`config.mk`:
```
export PLATFORM = sky130hd
export DESIGN_NAME = ext_osc_ctrl
export DESIGN_NICKNAME = d
export VERILOG_FILES = /design/src/hdl/ext_osc_pkg.sv /design/src/hdl/ext_clk_div8_sync.sv /design/src/hdl/ext_osc_ctrl.sv
export SDC_FILE = /design/constraint.sdc
export NUM_CORES = 1
export LEC_CHECK = 0
export ABC_CLOCK_PERIOD_IN_PS = 3000
export BUFFER_PORTS_ARGS = -buffer_cell sky130_fd_sc_hd__buf_2
export CAP_MARGIN = 10
export CORE_MARGIN = 4
export CORE_UTILIZATION = 50
export DETAILED_ROUTE_END_ITERATION = 10
export HOLD_SLACK_MARGIN = 0.1
export PLACE_DENSITY_LB_ADDON = 0.25
export SLEW_MARGIN = 20
export SYNTH_ARGS = -nofsm -noshare
export SYNTH_HDL_FRONTEND = slang
export SYNTH_SLANG_ARGS = --single-unit
```
`constraint.sdc`:
```
create_clock -name clk_sys -period 3 [get_ports clk_sys]
set_clock_uncertainty 0.15 [all_clocks]
set_input_delay 0.15 -clock clk_sys [delete_from_list [all_inputs] [get_ports clk_sys]]
set_output_delay 0.15 -clock clk_sys [all_outputs]
set_load 0.02 [all_outputs]
```
`src/hdl/ext_osc_pkg.sv`:
```
// Package: register map, field layout and constants of the external oscillator control
package ext_osc_pkg;
   // ****************************************
   // Register map
   // ****************************************
   localparam logic [7:0]  XOSC_CTRL_SFR   = 8'hB1;
   localparam logic [11:0] ADDR_CTRL       = 12'h2C4;
   localparam logic [11:0] ADDR_STATUS     = 12'h000;
   localparam logic [11:0] ADDR_IRQ_STAT   = 12'h004;
   localparam logic [11:0] ADDR_IRQ_EN     = 12'h008;
   localparam logic [11:0] ADDR_IRQ_CLR    = 12'h00C;
   localparam logic [7:0]  CTRL_RESET      = 8'h00;
   localparam logic [7:0]  CTRL_WR_MASK    = 8'h77;
   // ****************************************
   // Field positions
   // ****************************************
   localparam int VALID_BIT   = 7;
   localparam int MODE_LSB    = 4;
   localparam int FREQ_LSB    = 0;
   localparam int IRQ_W       = 3;
   localparam int IRQ_VALID_UP   = 0;
   localparam int IRQ_VALID_DOWN = 1;
   localparam int IRQ_BAD_WR     = 2;
   // ****************************************
   // Timing
   // ****************************************
   localparam int CLK_HZ          = 10_000_000;
   localparam int SETTLE_US       = 1000;
   localparam int SETTLE_CYC      = (CLK_HZ / 1_000_000) * SETTLE_US;
   localparam int EXT_DIV         = 8;
   localparam int STABLE_EDGES    = 16;

   typedef enum logic [2:0] {
      MODE_OFF0     = 3'b000,
      MODE_OFF1     = 3'b001,
      MODE_CMOS     = 3'b010,
      MODE_CMOS_DV2 = 3'b011,
      MODE_RC       = 3'b100,
      MODE_CAP      = 3'b101,
      MODE_XTAL     = 3'b110,
      MODE_XTAL_DV2 = 3'b111
   } osc_mode_e;

   typedef struct packed {
      logic       drive_en;
      logic       xtal_amp_en;
      logic       cmos_in_en;
      logic       rc_en;
      logic       cap_en;
      logic [2:0] freq_ctrl;
   } analog_ctl_s;
endpackage

```
`src/hdl/ext_clk_div8_sync.sv`:
```
// Divide-by-8 of the synchronised external clock, as system-clock enable pulses
`timescale 1ns/10ps
module ext_clk_div8_sync #(
   parameter int DIV = ext_osc_pkg::EXT_DIV
) (
   input  wire logic clk_sys,
   input  wire logic rst_n,
   input  wire logic clk_en,
   input  wire logic ext_clk_async,
   input  wire logic run,
   output logic      ext_edge,
   output logic      tick_div8
);
   localparam int CW = $clog2(DIV);

   typedef struct packed {
      logic [1:0]    sync;
      logic          last;
      logic [CW-1:0] cnt;
      logic          tick;
   } div_s;

   div_s st_ff;
   div_s nxt_st;

   // ****************************************
   // Resync and divide
   // ****************************************
   always_comb begin
      nxt_st      = st_ff;
      nxt_st.sync = {st_ff.sync[0], ext_clk_async};
      nxt_st.last = st_ff.sync[1];
      nxt_st.tick = 1'b0;
      if (!run) begin
         nxt_st.cnt = '0;
      end else if (st_ff.sync[1] && !st_ff.last) begin
         // One sysclk pulse per 8 source edges, jitter within one sysclk cycle
         if (st_ff.cnt == CW'(DIV - 1)) begin
            nxt_st.cnt  = '0;
            nxt_st.tick = 1'b1;
         end else begin
            nxt_st.cnt = st_ff.cnt + CW'(1);
         end
      end
   end

   always_ff @(posedge clk_sys or negedge rst_n) begin
      if (!rst_n) begin
         st_ff <= '0;
      end else if (clk_en) begin
         st_ff <= nxt_st;
      end
   end

   assign ext_edge  = st_ff.sync[1] & ~st_ff.last;
   assign tick_div8 = st_ff.tick;
endmodule

```
`src/hdl/ext_osc_ctrl.sv`:
```
// External oscillator control: APB register, mode decode, valid flag, divided clock
// Notes on behaviour
// - The external clock divided by 8 is offered to the timers and counter array.
// - The divided clock is resynchronised to the system clock two to three cycles after the source edge.
// - The read-only crystal valid flag at bit 7 is 0 until the crystal runs stable.
// - Mode codes 000 and 001 keep the oscillator circuit off.
// - Code 010 is a direct CMOS clock, 011 the same clock halved.
// - Code 100 selects RC operation and 101 capacitor operation.
// - Code 110 selects crystal operation and 111 crystal halved.
// - Bit 3 is reserved, reads 0, and software writes 0 to it.
`timescale 1ns/10ps
module ext_osc_ctrl #(
   parameter int SETTLE_CYC   = ext_osc_pkg::SETTLE_CYC,
   parameter int STABLE_EDGES = ext_osc_pkg::STABLE_EDGES
) (
   input  wire logic               clk_sys,
   input  wire logic               rst_n,
   input  wire logic               clk_en,
   input  wire logic               psel,
   input  wire logic               penable,
   input  wire logic               pwrite,
   input  wire logic [11:0]        paddr,
   input  wire logic [31:0]        pwdata,
   output logic      [31:0]        prdata,
   output logic                    pready,
   output logic                    pslverr,
   input  wire logic               osc_in,
   output ext_osc_pkg::analog_ctl_s analog_ctl,
   output logic                    ext_clk_out,
   output logic                    ext_div8_tick,
   output logic                    irq
);
   localparam int SCW = $clog2(SETTLE_CYC + 1);
   localparam int ECW = $clog2(STABLE_EDGES + 1);

   typedef struct packed {
      logic [7:0]                     ctrl;
      logic [SCW-1:0]                 settle;
      logic [ECW-1:0]                 edges;
      logic                           valid;
      logic                           half;
      logic                           clk_out;
      logic [ext_osc_pkg::IRQ_W-1:0]  stat;
      logic [ext_osc_pkg::IRQ_W-1:0]  en;
      logic [31:0]                    rdata;
      ext_osc_pkg::analog_ctl_s       actl;
   } st_s;

   st_s  st_ff;
   st_s  nxt_st;
   logic ext_edge;
   logic run;
   logic wr;
   logic rd;
   logic [ext_osc_pkg::IRQ_W-1:0] ev;

   function automatic logic is_xtal(input logic [7:0] c);
      return c[ext_osc_pkg::MODE_LSB + 2] & c[ext_osc_pkg::MODE_LSB + 1];
   endfunction

   function automatic ext_osc_pkg::osc_mode_e mode_of(input logic [7:0] c);
      return ext_osc_pkg::osc_mode_e'(c[ext_osc_pkg::MODE_LSB +: 3]);
   endfunction

   // ****************************************
   // Divided clock for peripherals
   // ****************************************
   assign run = st_ff.actl.drive_en;

   ext_clk_div8_sync u_div (
      .clk_sys       (clk_sys),
      .rst_n         (rst_n),
      .clk_en        (clk_en),
      .ext_clk_async (osc_in),
      .run           (run),
      .ext_edge      (ext_edge),
      .tick_div8     (ext_div8_tick)
   );

   // ****************************************
   // APB decode
   // ****************************************
   assign wr      = psel & penable & pwrite;
   assign rd      = psel & ~penable & ~pwrite;
   assign pready  = 1'b1;
   assign pslverr = 1'b0;
   assign prdata  = st_ff.rdata;

   // ****************************************
   // Next state
   // ****************************************
   always_comb begin
      nxt_st = st_ff;
      ev     = '0;
      if (wr && paddr == ext_osc_pkg::ADDR_CTRL) begin
         // Reserved bit and valid flag are not writable
         nxt_st.ctrl = pwdata[7:0] & ext_osc_pkg::CTRL_WR_MASK;
         ev[ext_osc_pkg::IRQ_BAD_WR] = pwdata[3];
      end
      if (wr && paddr == ext_osc_pkg::ADDR_IRQ_EN) begin
         nxt_st.en = pwdata[ext_osc_pkg::IRQ_W-1:0];
      end
      // Crystal settle timer and edge count for the valid flag
      if (!is_xtal(nxt_st.ctrl)) begin
         nxt_st.settle = '0;
         nxt_st.edges  = '0;
         nxt_st.valid  = 1'b0;
      end else begin
         if (st_ff.settle != SCW'(SETTLE_CYC)) begin
            nxt_st.settle = st_ff.settle + SCW'(1);
         end
         if (ext_edge && st_ff.edges != ECW'(STABLE_EDGES)) begin
            nxt_st.edges = st_ff.edges + ECW'(1);
         end
         nxt_st.valid = (st_ff.settle == SCW'(SETTLE_CYC)) &&
                        (st_ff.edges == ECW'(STABLE_EDGES));
      end
      ev[ext_osc_pkg::IRQ_VALID_UP]   = nxt_st.valid & ~st_ff.valid;
      ev[ext_osc_pkg::IRQ_VALID_DOWN] = ~nxt_st.valid & st_ff.valid;
      // Set wins over clear
      nxt_st.stat = st_ff.stat;
      if (wr && paddr == ext_osc_pkg::ADDR_IRQ_CLR) begin
         nxt_st.stat = st_ff.stat & ~pwdata[ext_osc_pkg::IRQ_W-1:0];
      end
      nxt_st.stat = nxt_st.stat | ev;
      // Analog control decode
      nxt_st.actl           = '0;
      nxt_st.actl.freq_ctrl = nxt_st.ctrl[ext_osc_pkg::FREQ_LSB +: 3];
      unique case (mode_of(nxt_st.ctrl))
         ext_osc_pkg::MODE_OFF0, ext_osc_pkg::MODE_OFF1: begin
            nxt_st.actl.drive_en = 1'b0;
         end
         ext_osc_pkg::MODE_CMOS, ext_osc_pkg::MODE_CMOS_DV2: begin
            nxt_st.actl.drive_en   = 1'b1;
            nxt_st.actl.cmos_in_en = 1'b1;
         end
         ext_osc_pkg::MODE_RC: begin
            nxt_st.actl.drive_en = 1'b1;
            nxt_st.actl.rc_en    = 1'b1;
         end
         ext_osc_pkg::MODE_CAP: begin
            nxt_st.actl.drive_en = 1'b1;
            nxt_st.actl.cap_en   = 1'b1;
         end
         ext_osc_pkg::MODE_XTAL, ext_osc_pkg::MODE_XTAL_DV2: begin
            nxt_st.actl.drive_en    = 1'b1;
            nxt_st.actl.xtal_amp_en = 1'b1;
         end
      endcase
      // Oscillator output: direct, or halved in modes 011 and 111
      if (!st_ff.actl.drive_en) begin
         nxt_st.half    = 1'b0;
         nxt_st.clk_out = 1'b0;
      end else if (ext_edge) begin
         nxt_st.half = ~st_ff.half;
         if (st_ff.ctrl[ext_osc_pkg::MODE_LSB] && st_ff.ctrl[ext_osc_pkg::MODE_LSB + 1]) begin
            nxt_st.clk_out = ~st_ff.half;
         end else begin
            nxt_st.clk_out = 1'b1;
         end
      end else if (!(st_ff.ctrl[ext_osc_pkg::MODE_LSB] &&
                     st_ff.ctrl[ext_osc_pkg::MODE_LSB + 1])) begin
         nxt_st.clk_out = 1'b0;
      end
      // Read data captured in setup phase
      nxt_st.rdata = '0;
      if (rd) begin
         unique case (paddr)
            ext_osc_pkg::ADDR_CTRL: begin
               nxt_st.rdata[7:0] = {st_ff.valid, st_ff.ctrl[6:4], 1'b0, st_ff.ctrl[2:0]};
            end
            ext_osc_pkg::ADDR_STATUS: begin
               nxt_st.rdata[2:0] = {st_ff.actl.drive_en, st_ff.half, st_ff.valid};
            end
            ext_osc_pkg::ADDR_IRQ_STAT: begin
               nxt_st.rdata[ext_osc_pkg::IRQ_W-1:0] = st_ff.stat;
            end
            ext_osc_pkg::ADDR_IRQ_EN: begin
               nxt_st.rdata[ext_osc_pkg::IRQ_W-1:0] = st_ff.en;
            end
            default: begin
               nxt_st.rdata = '0;
            end
         endcase
      end
   end

   // ****************************************
   // State register
   // ****************************************
   always_ff @(posedge clk_sys or negedge rst_n) begin
      if (!rst_n) begin
         st_ff      <= '0;
         st_ff.ctrl <= ext_osc_pkg::CTRL_RESET;
      end else if (clk_en) begin
         st_ff <= nxt_st;
      end
   end

   assign analog_ctl  = st_ff.actl;
   assign ext_clk_out = st_ff.clk_out;
   assign irq         = |(st_ff.stat & st_ff.en);
endmodule

```
==> results of run 1 <==
==> flip-flops by register name, indices dropped and copies added, names as in the netlist <==
name,cells
u_div.tick_div8,1
analog_ctl,4
u_div.st_ff,4
ext_clk_out,1
u_div.nxt_st,2
st_ff,33
prdata,7
run,1
==> how the worst max path moves through the flow <==
stage                                from  depth (start not counted)               endpoint  slack (ps)
detailed placement  st_ff[54]$_DFFE_PN0P_                          6  st_ff[66]$_DFFE_PN0P_         770
floorplan           st_ff[54]$_DFFE_PN0P_                          7  st_ff[44]$_DFFE_PN0P_         980
CTS                                clk_en                          8  st_ff[45]$_DFFE_PN0P_         500
global route                       clk_en                          8  st_ff[45]$_DFFE_PN0P_         380
finish                             clk_en                          8  st_ff[45]$_DFFE_PN0P_         460
global placement                paddr[10]                          6  st_ff[64]$_DFFE_PN0P_         810
==> cell families after synthesis <==
| family | count (synthesis) |
|---|---|
| buf+inv | 65 |
| mux | 18 |
| simple gates | 87 |
| other cells | 2 |
| fa+ha+maj | 6 |
| compound gates | 76 |
| flops | 53 |
| xor+xnor | 1 |
==> critical path, cell delays in order <==
cell           delay, ps
dlygate4sd3_1        520
buf_2                290
nand4_1              190
nor4bb_1             370
and3_1               260
nand2_1               70
a22o_1               180
dlygate4sd3_1        550
==> per-layer routing <==
| layer | global-route usage, % | vias to the layer above |
|---|---|---|
| met1 | 25.6 | 1194 |
| met3 | 2.55 | 7 |
| met5 | 0 | - |
| met2 | 27.5 | 82 |
| li1 | - | 1157 |
| met4 | 5.44 | 0 |
==> stage by stage <==
step                cells  cell area (um2)
global placement      402             3210
detailed placement    402             3210
floorplan             333             3250
CTS                   421             3420
global route          421             3420
finish                421             3420
==> layout make-up <==
cell class / instances / share of cell area [%]
multi-input combinational: 215 / 43.8
inverter: 12 / 1.32
clock buffer: 7 / 2.82
timing repair buffer: 58 / 10.4
tap: 75 / 2.75
clock inverter: 1 / 0.146
sequential: 53 / 38.8
==> power by group through the flow <==
stage	combinational, uW	sequential [uW]	clock (uW)
5_1_grt	171	738	474
3_3_place_gp	142	749	0
3_5_place_dp	145	750	0
2_1_floorplan	118	747	0
6_report	155	735	435
4_1_cts	155	736	451
==> Yosys cell counts (all sizes together), types with 2 or more instances <==
cell	count	area [um2]
a21o	3	22.5
a21oi	6	30.0
a22o	19	166
a31o	10	87.6
a31oi	12	75.1
a32o	2	20.0
a32oi	3	26.3
a41oi	5	43.8
and2	2	12.5
and3	5	31.3
and4	2	20.0
buf	46	354
clkbuf	7	26.3
conb	2	7.51
dfrtp	53	1330
ha	6	75.1
inv	11	41.3
mux2	17	195
nand2	19	73.8
nand3	6	30.0
nand4	7	43.8
nor2	11	41.3
nor2b	4	25.0
nor3	14	81.3
nor4	3	40.0
nor4b	2	17.5
o21ai	7	35.0
o22ai	3	18.8
or2	2	12.5
or4	2	15.0
==> impl_metrics.env, run 1 <==
export IMPL_fmax_mhz=393
export IMPL_numPortBuffers=43
export IMPL_fin_crit_sh_pct=84.7
export IMPL_die_w_um=87.4
export IMPL_final_common_cell="dfrtp_1"
export IMPL_top_layer_used="met4"
export IMPL_ys_seq_elements=53
export IMPL_hold_path_end="st_ff[41]$_DFFE_PN0P_"
export IMPL_met3_length_um=374
export IMPL_ys_seq_area_share_pct=42.0
export IMPL_tns_ps=0
export IMPL_routabilityCongestion=0.885
export IMPL_drt_initial_drc_count=176
export IMPL_grt_pass1_wl_um=10800
export IMPL_viasPerCell=5.80
export IMPL_cts_setup_buffers=0
export IMPL_power_density_nw_per_um2=388
export IMPL_drive_above_1_share_pct=25.1
export IMPL_std_cell_rows=28
export IMPL_synth_compound_area_share_pct=18.4
export IMPL_wl_per_cell_um=15.3
export IMPL_wirelength_um=6440
export IMPL_vias=2440
export IMPL_synthMuxAreaShare_pct=6.62
export IMPL_clk_pin_slew_ps=90
export IMPL_whs_path_depth=4
export IMPL_path_class="input pin to flop"
export IMPL_grt_overflow_total=0
export IMPL_status="complete, no violations"
export IMPL_swShare_pct=25.6
export IMPL_internal_power_uw=985
export IMPL_r2r_end="st_ff[66]$_DFFE_PN0P_"
export IMPL_whs_ps=162
export IMPL_hp_start="paddr[0]"
export IMPL_hpwlAfterDp_um=4630
export IMPL_critical_path_arrival_ps=2580
export IMPL_cts_tree="yes"
export IMPL_io_pins=96
export IMPL_syn_avg_cell_area_um2=10.2
export IMPL_seq_power_share_pct=55.5
export IMPL_initial_utilization_pct=52.3
export IMPL_critPathMaxFanout=15
export IMPL_cp_required_ps=3040
export IMPL_antenna_found_initial=0
export IMPL_insertion_delay_ps=300
export IMPL_dr_pass1_iters=4
export IMPL_slew_headroom_pct=40.4
export IMPL_synthFlopType="dfrtp_1"
export IMPL_dp_slack_ps=772
export IMPL_r2r_start="st_ff[54]$_DFFE_PN0P_"
export IMPL_pwr_share_clk_pct=32.8
export IMPL_netlist_cell_type_count=57
export IMPL_min_path_type="input pin to flop"
export IMPL_synth_top_family_by_area="compound AO/OA/AOI/OAI gates"
export IMPL_p_leak_uw=0.00161
export IMPL_yosysWarnings=0
export IMPL_seq_area_um2=1330
export IMPL_nNetsFinal=402
export IMPL_post_route_min_period_ps=2540
export IMPL_worst_pin_slew_ps=895
export IMPL_die_area_um2=7640
export IMPL_slew_viol_final=0
export IMPL_numCtsBuffers=5
export IMPL_clock_sinks=53
export IMPL_ctsHoldBuffers=11
export IMPL_worst_setup_path_end_kind="flop"
export IMPL_core_area_um2=6030
export IMPL_drv_cap=0
export IMPL_startpoint_type="input pin"
export IMPL_yosys_area_share_adder_pct=2.38
export IMPL_setup_ws_ps=459
export IMPL_rr_worst_depth=6
export IMPL_p_switching_uw=340
export IMPL_fillCellCount=542
export IMPL_grt_pass1_vias=2225
export IMPL_cts_resized=0
export IMPL_rsz0062_at_grt="false"
export IMPL_clk_path_buf_depth=2
export IMPL_async_reset_ff_share_pct=100
export IMPL_multi_input_area_um2=1500
export IMPL_die_height_um=87.4
export IMPL_drc=0
export IMPL_root_buffer="clkbuf_8"
export IMPL_wl_met1_um=3120
export IMPL_synthSimpleGateAreaFrac_pct=16.6
export IMPL_combPwrFrac_pct=11.7
export IMPL_r2r_setup_slack_ps=710
export IMPL_finalCoreUtilization_pct=56.7
export IMPL_power_uw=1320
export IMPL_ant_nets=0
export IMPL_grt_total_usage_pct=17.7
export IMPL_grt_max_degree=40
export IMPL_syn_to_final_growth_pct=8.37
export IMPL_diodes=0
export IMPL_htreeDepth=2
export IMPL_syn_cell_area_um2=3150
export IMPL_routed_wl_met2_um=2870
export IMPL_mostFrequentLayoutCells="dfrtp_1 (53), buf_2 (43), conb_1 (27), a22o_1 (19), nand2_1 (18)"
export IMPL_setup_violations=0
export IMPL_synth_xor_area_share_pct=0.278
export IMPL_synth_edf_count=0
export IMPL_synth_cells=308
export IMPL_peakVddDrop_mv=0.182
export IMPL_hold_violations=0
No activity file was read; power rests on OpenSTA's default activity.
==> inputs of run 2 (changes only) <==
--- a/config.mk
+++ b/config.mk
@@ -5,7 +5,7 @@
 export SDC_FILE = /design/constraint.sdc
 export NUM_CORES = 1
 export LEC_CHECK = 0
-export ABC_CLOCK_PERIOD_IN_PS = 3000
+export ABC_CLOCK_PERIOD_IN_PS = 2350
 export BUFFER_PORTS_ARGS = -buffer_cell sky130_fd_sc_hd__buf_2
 export CAP_MARGIN = 10
 export CORE_MARGIN = 4
==> constraint.sdc (replaced) <==
create_clock -name clk_sys -period 2.35 [get_ports clk_sys]
set_clock_uncertainty 0.15 [all_clocks]
set_input_delay 0.1175 -clock clk_sys [delete_from_list [all_inputs] [get_ports clk_sys]]
set_output_delay 0.1175 -clock clk_sys [all_outputs]
set_load 0.02 [all_outputs]
==> run 2 against run 1 <==
Compared with the run above:
- first-iteration DRC count down 11%
- final cell count increased by 1.7%
- routed wire length grew 3.0%
- sequential power up 28%
- core utilization grew 1.1 points
- worst hold slack worse by 37 ps
- non-clock buffer count grew 7
- critical path depth is 1 lower
- clock power up 43%
- setup slack got worse by 260 ps
- global-route usage rose by 1.2 points
- critical endpoint is now st_ff[44]$_DFFE_PN0P_
- highest routed layer unchanged
==> impl_metrics.env, run 2 (synthesis gave the netlist of run 1 again) <==
export IMPL_largest_register="st_ff"
export IMPL_final_cells=428
export IMPL_drv_cap=0
export IMPL_clk_pin_slew_ps=100
export IMPL_cp_slowest_stage_delay_ps=440
export IMPL_post_route_min_period_ps=2150
export IMPL_critical_path_arrival_ps=2210
export IMPL_hold_violations=0
export IMPL_grt_total_usage_pct=19.0
export IMPL_grt_overflow_total=0
export IMPL_cts_setup_buffers=0
export IMPL_die_w_um=87.4
export IMPL_hpwlAfterDp_um=4870
export IMPL_p_leak_uw=0.00165
export IMPL_clk_path_buf_depth=2
export IMPL_rsz0062_at_grt="false"
export IMPL_drc=0
export IMPL_mostFrequentLayoutCells="dfrtp_1 (53), buf_2 (43), conb_1 (27), a22o_1 (19), nand2_1 (18)"
export IMPL_dr_pass1_iters=4
export IMPL_grt_pass1_vias=2368
export IMPL_cts_tree="yes"
export IMPL_seq_power_share_pct=53.2
export IMPL_peakVddDrop_mv=0.240
export IMPL_worst_setup_path_end_kind="flop"
export IMPL_syn_to_final_growth_pct=10.6
export IMPL_combPwrFrac_pct=11.4
export IMPL_worstPathCellList="inv_1 -> ha_1 -> and3b_1 -> nand4_1 -> or4_1 -> or2_1 -> a32o_1"
export IMPL_fmax_mhz=464
export IMPL_grt_busiest_layer="met2"
export IMPL_slew_headroom_pct=58.7
export IMPL_pwr_share_clk_pct=35.4
export IMPL_power_density_nw_per_um2=506
export IMPL_setup_violations=0
export IMPL_diodes=0
export IMPL_path_class="flop to flop"
export IMPL_internal_power_uw=1310
export IMPL_use_met3_pct=4.26
export IMPL_std_cell_rows=28
export IMPL_largest_reg_flops=33
export IMPL_routabilityCongestion=0.935
export IMPL_startpoint="st_ff[54]$_DFFE_PN0P_"
export IMPL_htreeDepth=2
export IMPL_drt_initial_drc_count=157
export IMPL_r2r_start="st_ff[54]$_DFFE_PN0P_"
export IMPL_hp_start="paddr[0]"
export IMPL_slowest_stage="dfrtp_1"
export IMPL_cp_required_ps=2410
export IMPL_fillCellCount=533
export IMPL_p_switching_uw=450
export IMPL_grt_max_degree=28
export IMPL_wl_per_cell_um=15.5
export IMPL_fin_crit_sh_pct=91.6
export IMPL_slew_viol_final=0
export IMPL_critPathMaxFanout=5
export IMPL_use_met2_pct=30.2
export IMPL_worst_pin_slew_ps=619
export IMPL_drive_above_1_share_pct=26.3
export IMPL_root_buffer="clkbuf_8"
export IMPL_startpoint_type="flop"
export IMPL_ant_nets=0
export IMPL_die_area_um2=7640
export IMPL_final_common_cell="dfrtp_1"
export IMPL_numPortBuffers=43
export IMPL_viasPerCell=5.74
export IMPL_io_pins=96
export IMPL_clock_sinks=53
export IMPL_numCtsBuffers=5
export IMPL_wirelength_um=6630
export IMPL_grt_util_met1_pct=26.5
export IMPL_tns_ps=0
export IMPL_initial_utilization_pct=52.3
export IMPL_antenna_found_initial=0
export IMPL_swShare_pct=25.6
export IMPL_placedCellCount=408
export IMPL_insertion_delay_ps=310
export IMPL_whs_path_depth=4
export IMPL_vias=2456
export IMPL_status="complete, no violations"
export IMPL_nNetsFinal=409
export IMPL_core_area_um2=6030
export IMPL_cts_resized=0
export IMPL_min_path_type="input pin to flop"
export IMPL_grt_pass1_wl_um=11600
export IMPL_die_height_um=87.4
export IMPL_rr_worst_depth=7
==> run 2: power by group through the flow <==
stage / Sequential (uW) / Clock (uW) / Combinational (uW)
6_report: 938 / 624 / 200
5_1_grt: 941 / 687 / 224
4_1_cts: 939 / 644 / 201
3_5_place_dp: 956 / 0 / 187
3_3_place_gp: 956 / 0 / 185
2_1_floorplan: 954 / 0 / 150
==> run 2: layout make-up <==
cell class	instances	area, um2	area share, %
multi-input cells	215	1500	42.9
flip-flops and latches	53	1330	38.0
repair buffers	65	410	11.8
well taps	75	93.8	2.69
clock buffers	5	68.8	1.97
clock inverters	3	46.3	1.33
inverters	12	45.0	1.29
==> run 2: what timing repair did <==
item                                   in CTS  in global routing
endpoints found under the hold margin      45                  0
hold buffers                               12                  0
setup endpoints to repair                   0                  0
==> run 2: worst paths after layout <==
| check | end | slack, ps |
|---|---|---|
| setup reg to reg | st_ff[44]$_DFFE_PN0P_ | 200 |
| hold reg to reg | analog_ctl[6]$_DFFE_PN0P_ | 330 |
| setup / recovery | st_ff[44]$_DFFE_PN0P_ | 200 |
| min in group asynchronous | st_ff[72]$_DFFE_PN0P_ | 200 |
| hold / removal | st_ff[40]$_DFFE_PN0P_ | 130 |
| max in group asynchronous | u_div.st_ff[4]$_DFFE_PN0P_ | 1220 |
==> run 2: metrics by stage <==
step,hold WS [ps],util (%),worst slack [ps],instance area (um2),total power [uW]
floorplan,-328,-,329,3250,1100
global placement,22.4,54.0,202,3250,1140
detailed placement,11.7,54.0,187,3250,1140
CTS,116,57.9,173,3490,1780
global route,154,57.9,97.0,3490,1850
finish,125,57.9,197,3490,1760
==> run 2: worst max-delay path: cells and delay by family (launching register included) <==
kind / cells / cell delay (ps)
adders and majority gates: 1 / 140
and+or+nand+nor: 4 / 1000
buffers and inverters: 1 / 80
AOI/OAI and AO/OA: 1 / 250
DFF: 1 / 440
==> run 2: metal layers <==
| layer | vias up | part of all wire (%) |
|---|---|---|
| met5 | - | 0 |
| li1 | 1176 | - |
| met3 | 5 | 5.9 |
| met4 | 0 | 0.80 |
| met2 | 75 | 46 |
| met1 | 1200 | 47 |
==> inputs of run 3 (changes only) <==
--- a/config.mk
+++ b/config.mk
@@ -8,10 +8,11 @@
 export ABC_CLOCK_PERIOD_IN_PS = 2350
 export BUFFER_PORTS_ARGS = -buffer_cell sky130_fd_sc_hd__buf_2
 export CAP_MARGIN = 10
+export CELL_PAD_IN_SITES_DETAIL_PLACEMENT = 1
+export CELL_PAD_IN_SITES_GLOBAL_PLACEMENT = 2
 export CORE_MARGIN = 4
-export CORE_UTILIZATION = 50
+export CORE_UTILIZATION = 31
 export DETAILED_ROUTE_END_ITERATION = 10
-export HOLD_SLACK_MARGIN = 0.1
 export PLACE_DENSITY_LB_ADDON = 0.25
 export SLEW_MARGIN = 20
 export SYNTH_ARGS = -nofsm -noshare
==> run 3 against run 2 <==
Compared with the run above:
- worst hold slack worse by 78 ps
- first-iteration DRC count down 61%
- via count down 0.69%
- critical path depth down 2
- non-clock buffer count up 1
- sequential share of layout area down 0.64 points
- final cell count up 14%
- fmax up 0.55%
- critical endpoint unchanged
==> impl_metrics.env, run 3 (synthesis gave the netlist of run 1 again) <==
export IMPL_hold_violations=0
export IMPL_grt_pass1_vias=2512
export IMPL_numCtsBuffers=5
export IMPL_p_leak_uw=0.00164
export IMPL_grt_total_usage_pct=13.5
export IMPL_slew_viol_final=0
export IMPL_peakVddDrop_mv=0.239
export IMPL_fmax_mhz=467
export IMPL_p_switching_uw=468
export IMPL_critPathMaxFanout=4
export IMPL_swShare_pct=28.0
export IMPL_dpl_instance_area_um2=3360
export IMPL_combPwrFrac_pct=12.4
export IMPL_fin_area_um2=3550
export IMPL_min_path_type="input pin to flop"
export IMPL_tns_ps=0
export IMPL_dr_pass1_iters=4
export IMPL_startpoint_type="flop"
export IMPL_whs_ps=47.8
export IMPL_ctsHoldBuffers=10
export IMPL_fin_crit_sh_pct=91.1
export IMPL_syn_to_final_growth_pct=12.5
export IMPL_path_class="flop to flop"
export IMPL_root_buffer="clkbuf_8"
export IMPL_ant_nets=0
export IMPL_wirelength_um=7780
export IMPL_routabilityCongestion=0.742
export IMPL_grt_overflow_total=0
export IMPL_nNetsFinal=410
export IMPL_die_area_um2=11900
export IMPL_critical_path_arrival_ps=2190
export IMPL_vias=2439
export IMPL_clk_pin_slew_ps=100
export IMPL_clock_sinks=53
export IMPL_largest_reg_flops=33
export IMPL_worst_path_buf_inv=0
export IMPL_hpwlAfterDp_um=5870
export IMPL_antenna_found_initial=0
export IMPL_slowest_stage="or4_1"
export IMPL_cts_setup_buffers=0
export IMPL_rsz0062_at_grt="false"
export IMPL_drc=0
export IMPL_die_height_um=109
export IMPL_initial_utilization_pct=32.1
export IMPL_htreeDepth=2
export IMPL_final_common_cell="dfrtp_1"
export IMPL_worstPathCellList="nor4_2 -> nand4_1 -> or4_1 -> or2_1 -> a32o_1"
export IMPL_insertion_delay_ps=310
export IMPL_final_cells=487
export IMPL_drive_above_1_share_pct=26.8
export IMPL_placedCellCount=469
export IMPL_cp_slowest_stage_delay_ps=450
export IMPL_clk_path_buf_depth=2
export IMPL_wl_per_cell_um=16.0
export IMPL_drv_cap=0
export IMPL_largest_register="st_ff"
export IMPL_std_cell_rows=36
export IMPL_internal_power_uw=1210
export IMPL_die_w_um=109
export IMPL_drt_initial_drc_count=61
export IMPL_slew_headroom_pct=60.2
export IMPL_setup_ws_ps=208
export IMPL_pwr_share_clk_pct=31.6
export IMPL_critPathTopFamily="simple AND/OR/NAND/NOR gates"
export IMPL_status="complete, no violations"
export IMPL_viasPerCell=5.01
export IMPL_power_density_nw_per_um2=472
export IMPL_worst_pin_slew_ps=596
export IMPL_dp_slack_ps=192
export IMPL_cp_required_ps=2400
export IMPL_grt_pass1_wl_um=12700
export IMPL_worst_setup_path_end_kind="flop"
export IMPL_cts_resized=0
export IMPL_io_pins=96
export IMPL_cts_tree="yes"
export IMPL_setup_violations=0
export IMPL_numPortBuffers=43
export IMPL_post_route_min_period_ps=2140
export IMPL_mostFrequentLayoutCells="dfrtp_1 (53), buf_2 (43), conb_1 (27), a22o_1 (19), nand2_1 (18)"
export IMPL_core_area_um2=9820
export IMPL_seq_power_share_pct=56.0
export IMPL_diodes=0
export IMPL_grt_max_degree=31
[run 3: final timing paths]
kind | slack [ps] | from | cells after the start | to
hold reg to reg | 340 | analog_ctl[6]$_DFFE_PN0P_ | 1 | analog_ctl[6]$_DFFE_PN0P_
hold / removal | 50 | clk_en | 2 | st_ff[54]$_DFFE_PN0P_
setup / recovery | 210 | st_ff[65]$_DFFE_PN0P_ | 5 | st_ff[44]$_DFFE_PN0P_
max in group asynchronous | 1290 | rst_n | 3 | analog_ctl[5]$_DFFE_PN0P_
setup reg to reg | 210 | st_ff[65]$_DFFE_PN0P_ | 5 | st_ff[44]$_DFFE_PN0P_
min in group asynchronous | 190 | rst_n | 2 | u_div.st_ff[2]$_DFFE_PN0P_
[run 3: power by group through the flow]
| stage | Clock (uW) | Sequential, uW | Combinational [uW] |
|---|---|---|---|
| after floorplan | 0 | 954 | 150 |
| after global placement | 0 | 955 | 196 |
| after detailed placement | 0 | 956 | 199 |
| after CTS | 565 | 938 | 211 |
| after global routing | 603 | 940 | 231 |
| final | 529 | 938 | 208 |
[run 3: layout make-up]
type	count	area (um2)
inverters	12	45.0
repair buffers	66	425
flip-flops and latches	53	1330
well taps	133	166
multi-input cells	215	1500
fillers	1160	6270
clock inverters	2	15.0
clock buffers	6	72.6
[run 3: routing by layer]
metal	up-vias	GRT usage, %	wire, um	share of wire [%]
met5	-	0	0	0
met4	0	3.52	80	1.0
met3	6	2.13	299	3.8
met2	44	24.1	3940	51
met1	1216	17.0	3460	44
li1	1173	-	-	-
[run 3: per-stage QoR]
stage	util [%]	power, uW
final	36.1	1670
after global routing	36.1	1770
after CTS	36.1	1710
after detailed placement	34.2	1150
after global placement	34.2	1150
after floorplan	-	1100
[run 3: worst register-to-register path, delay by kind of cell (launching register included)]
family / cells / cell delay, ps
AO/OA/AOI/OAI: 1 / 250
flip-flops: 1 / 430
AND/OR/NAND/NOR: 4 / 1200
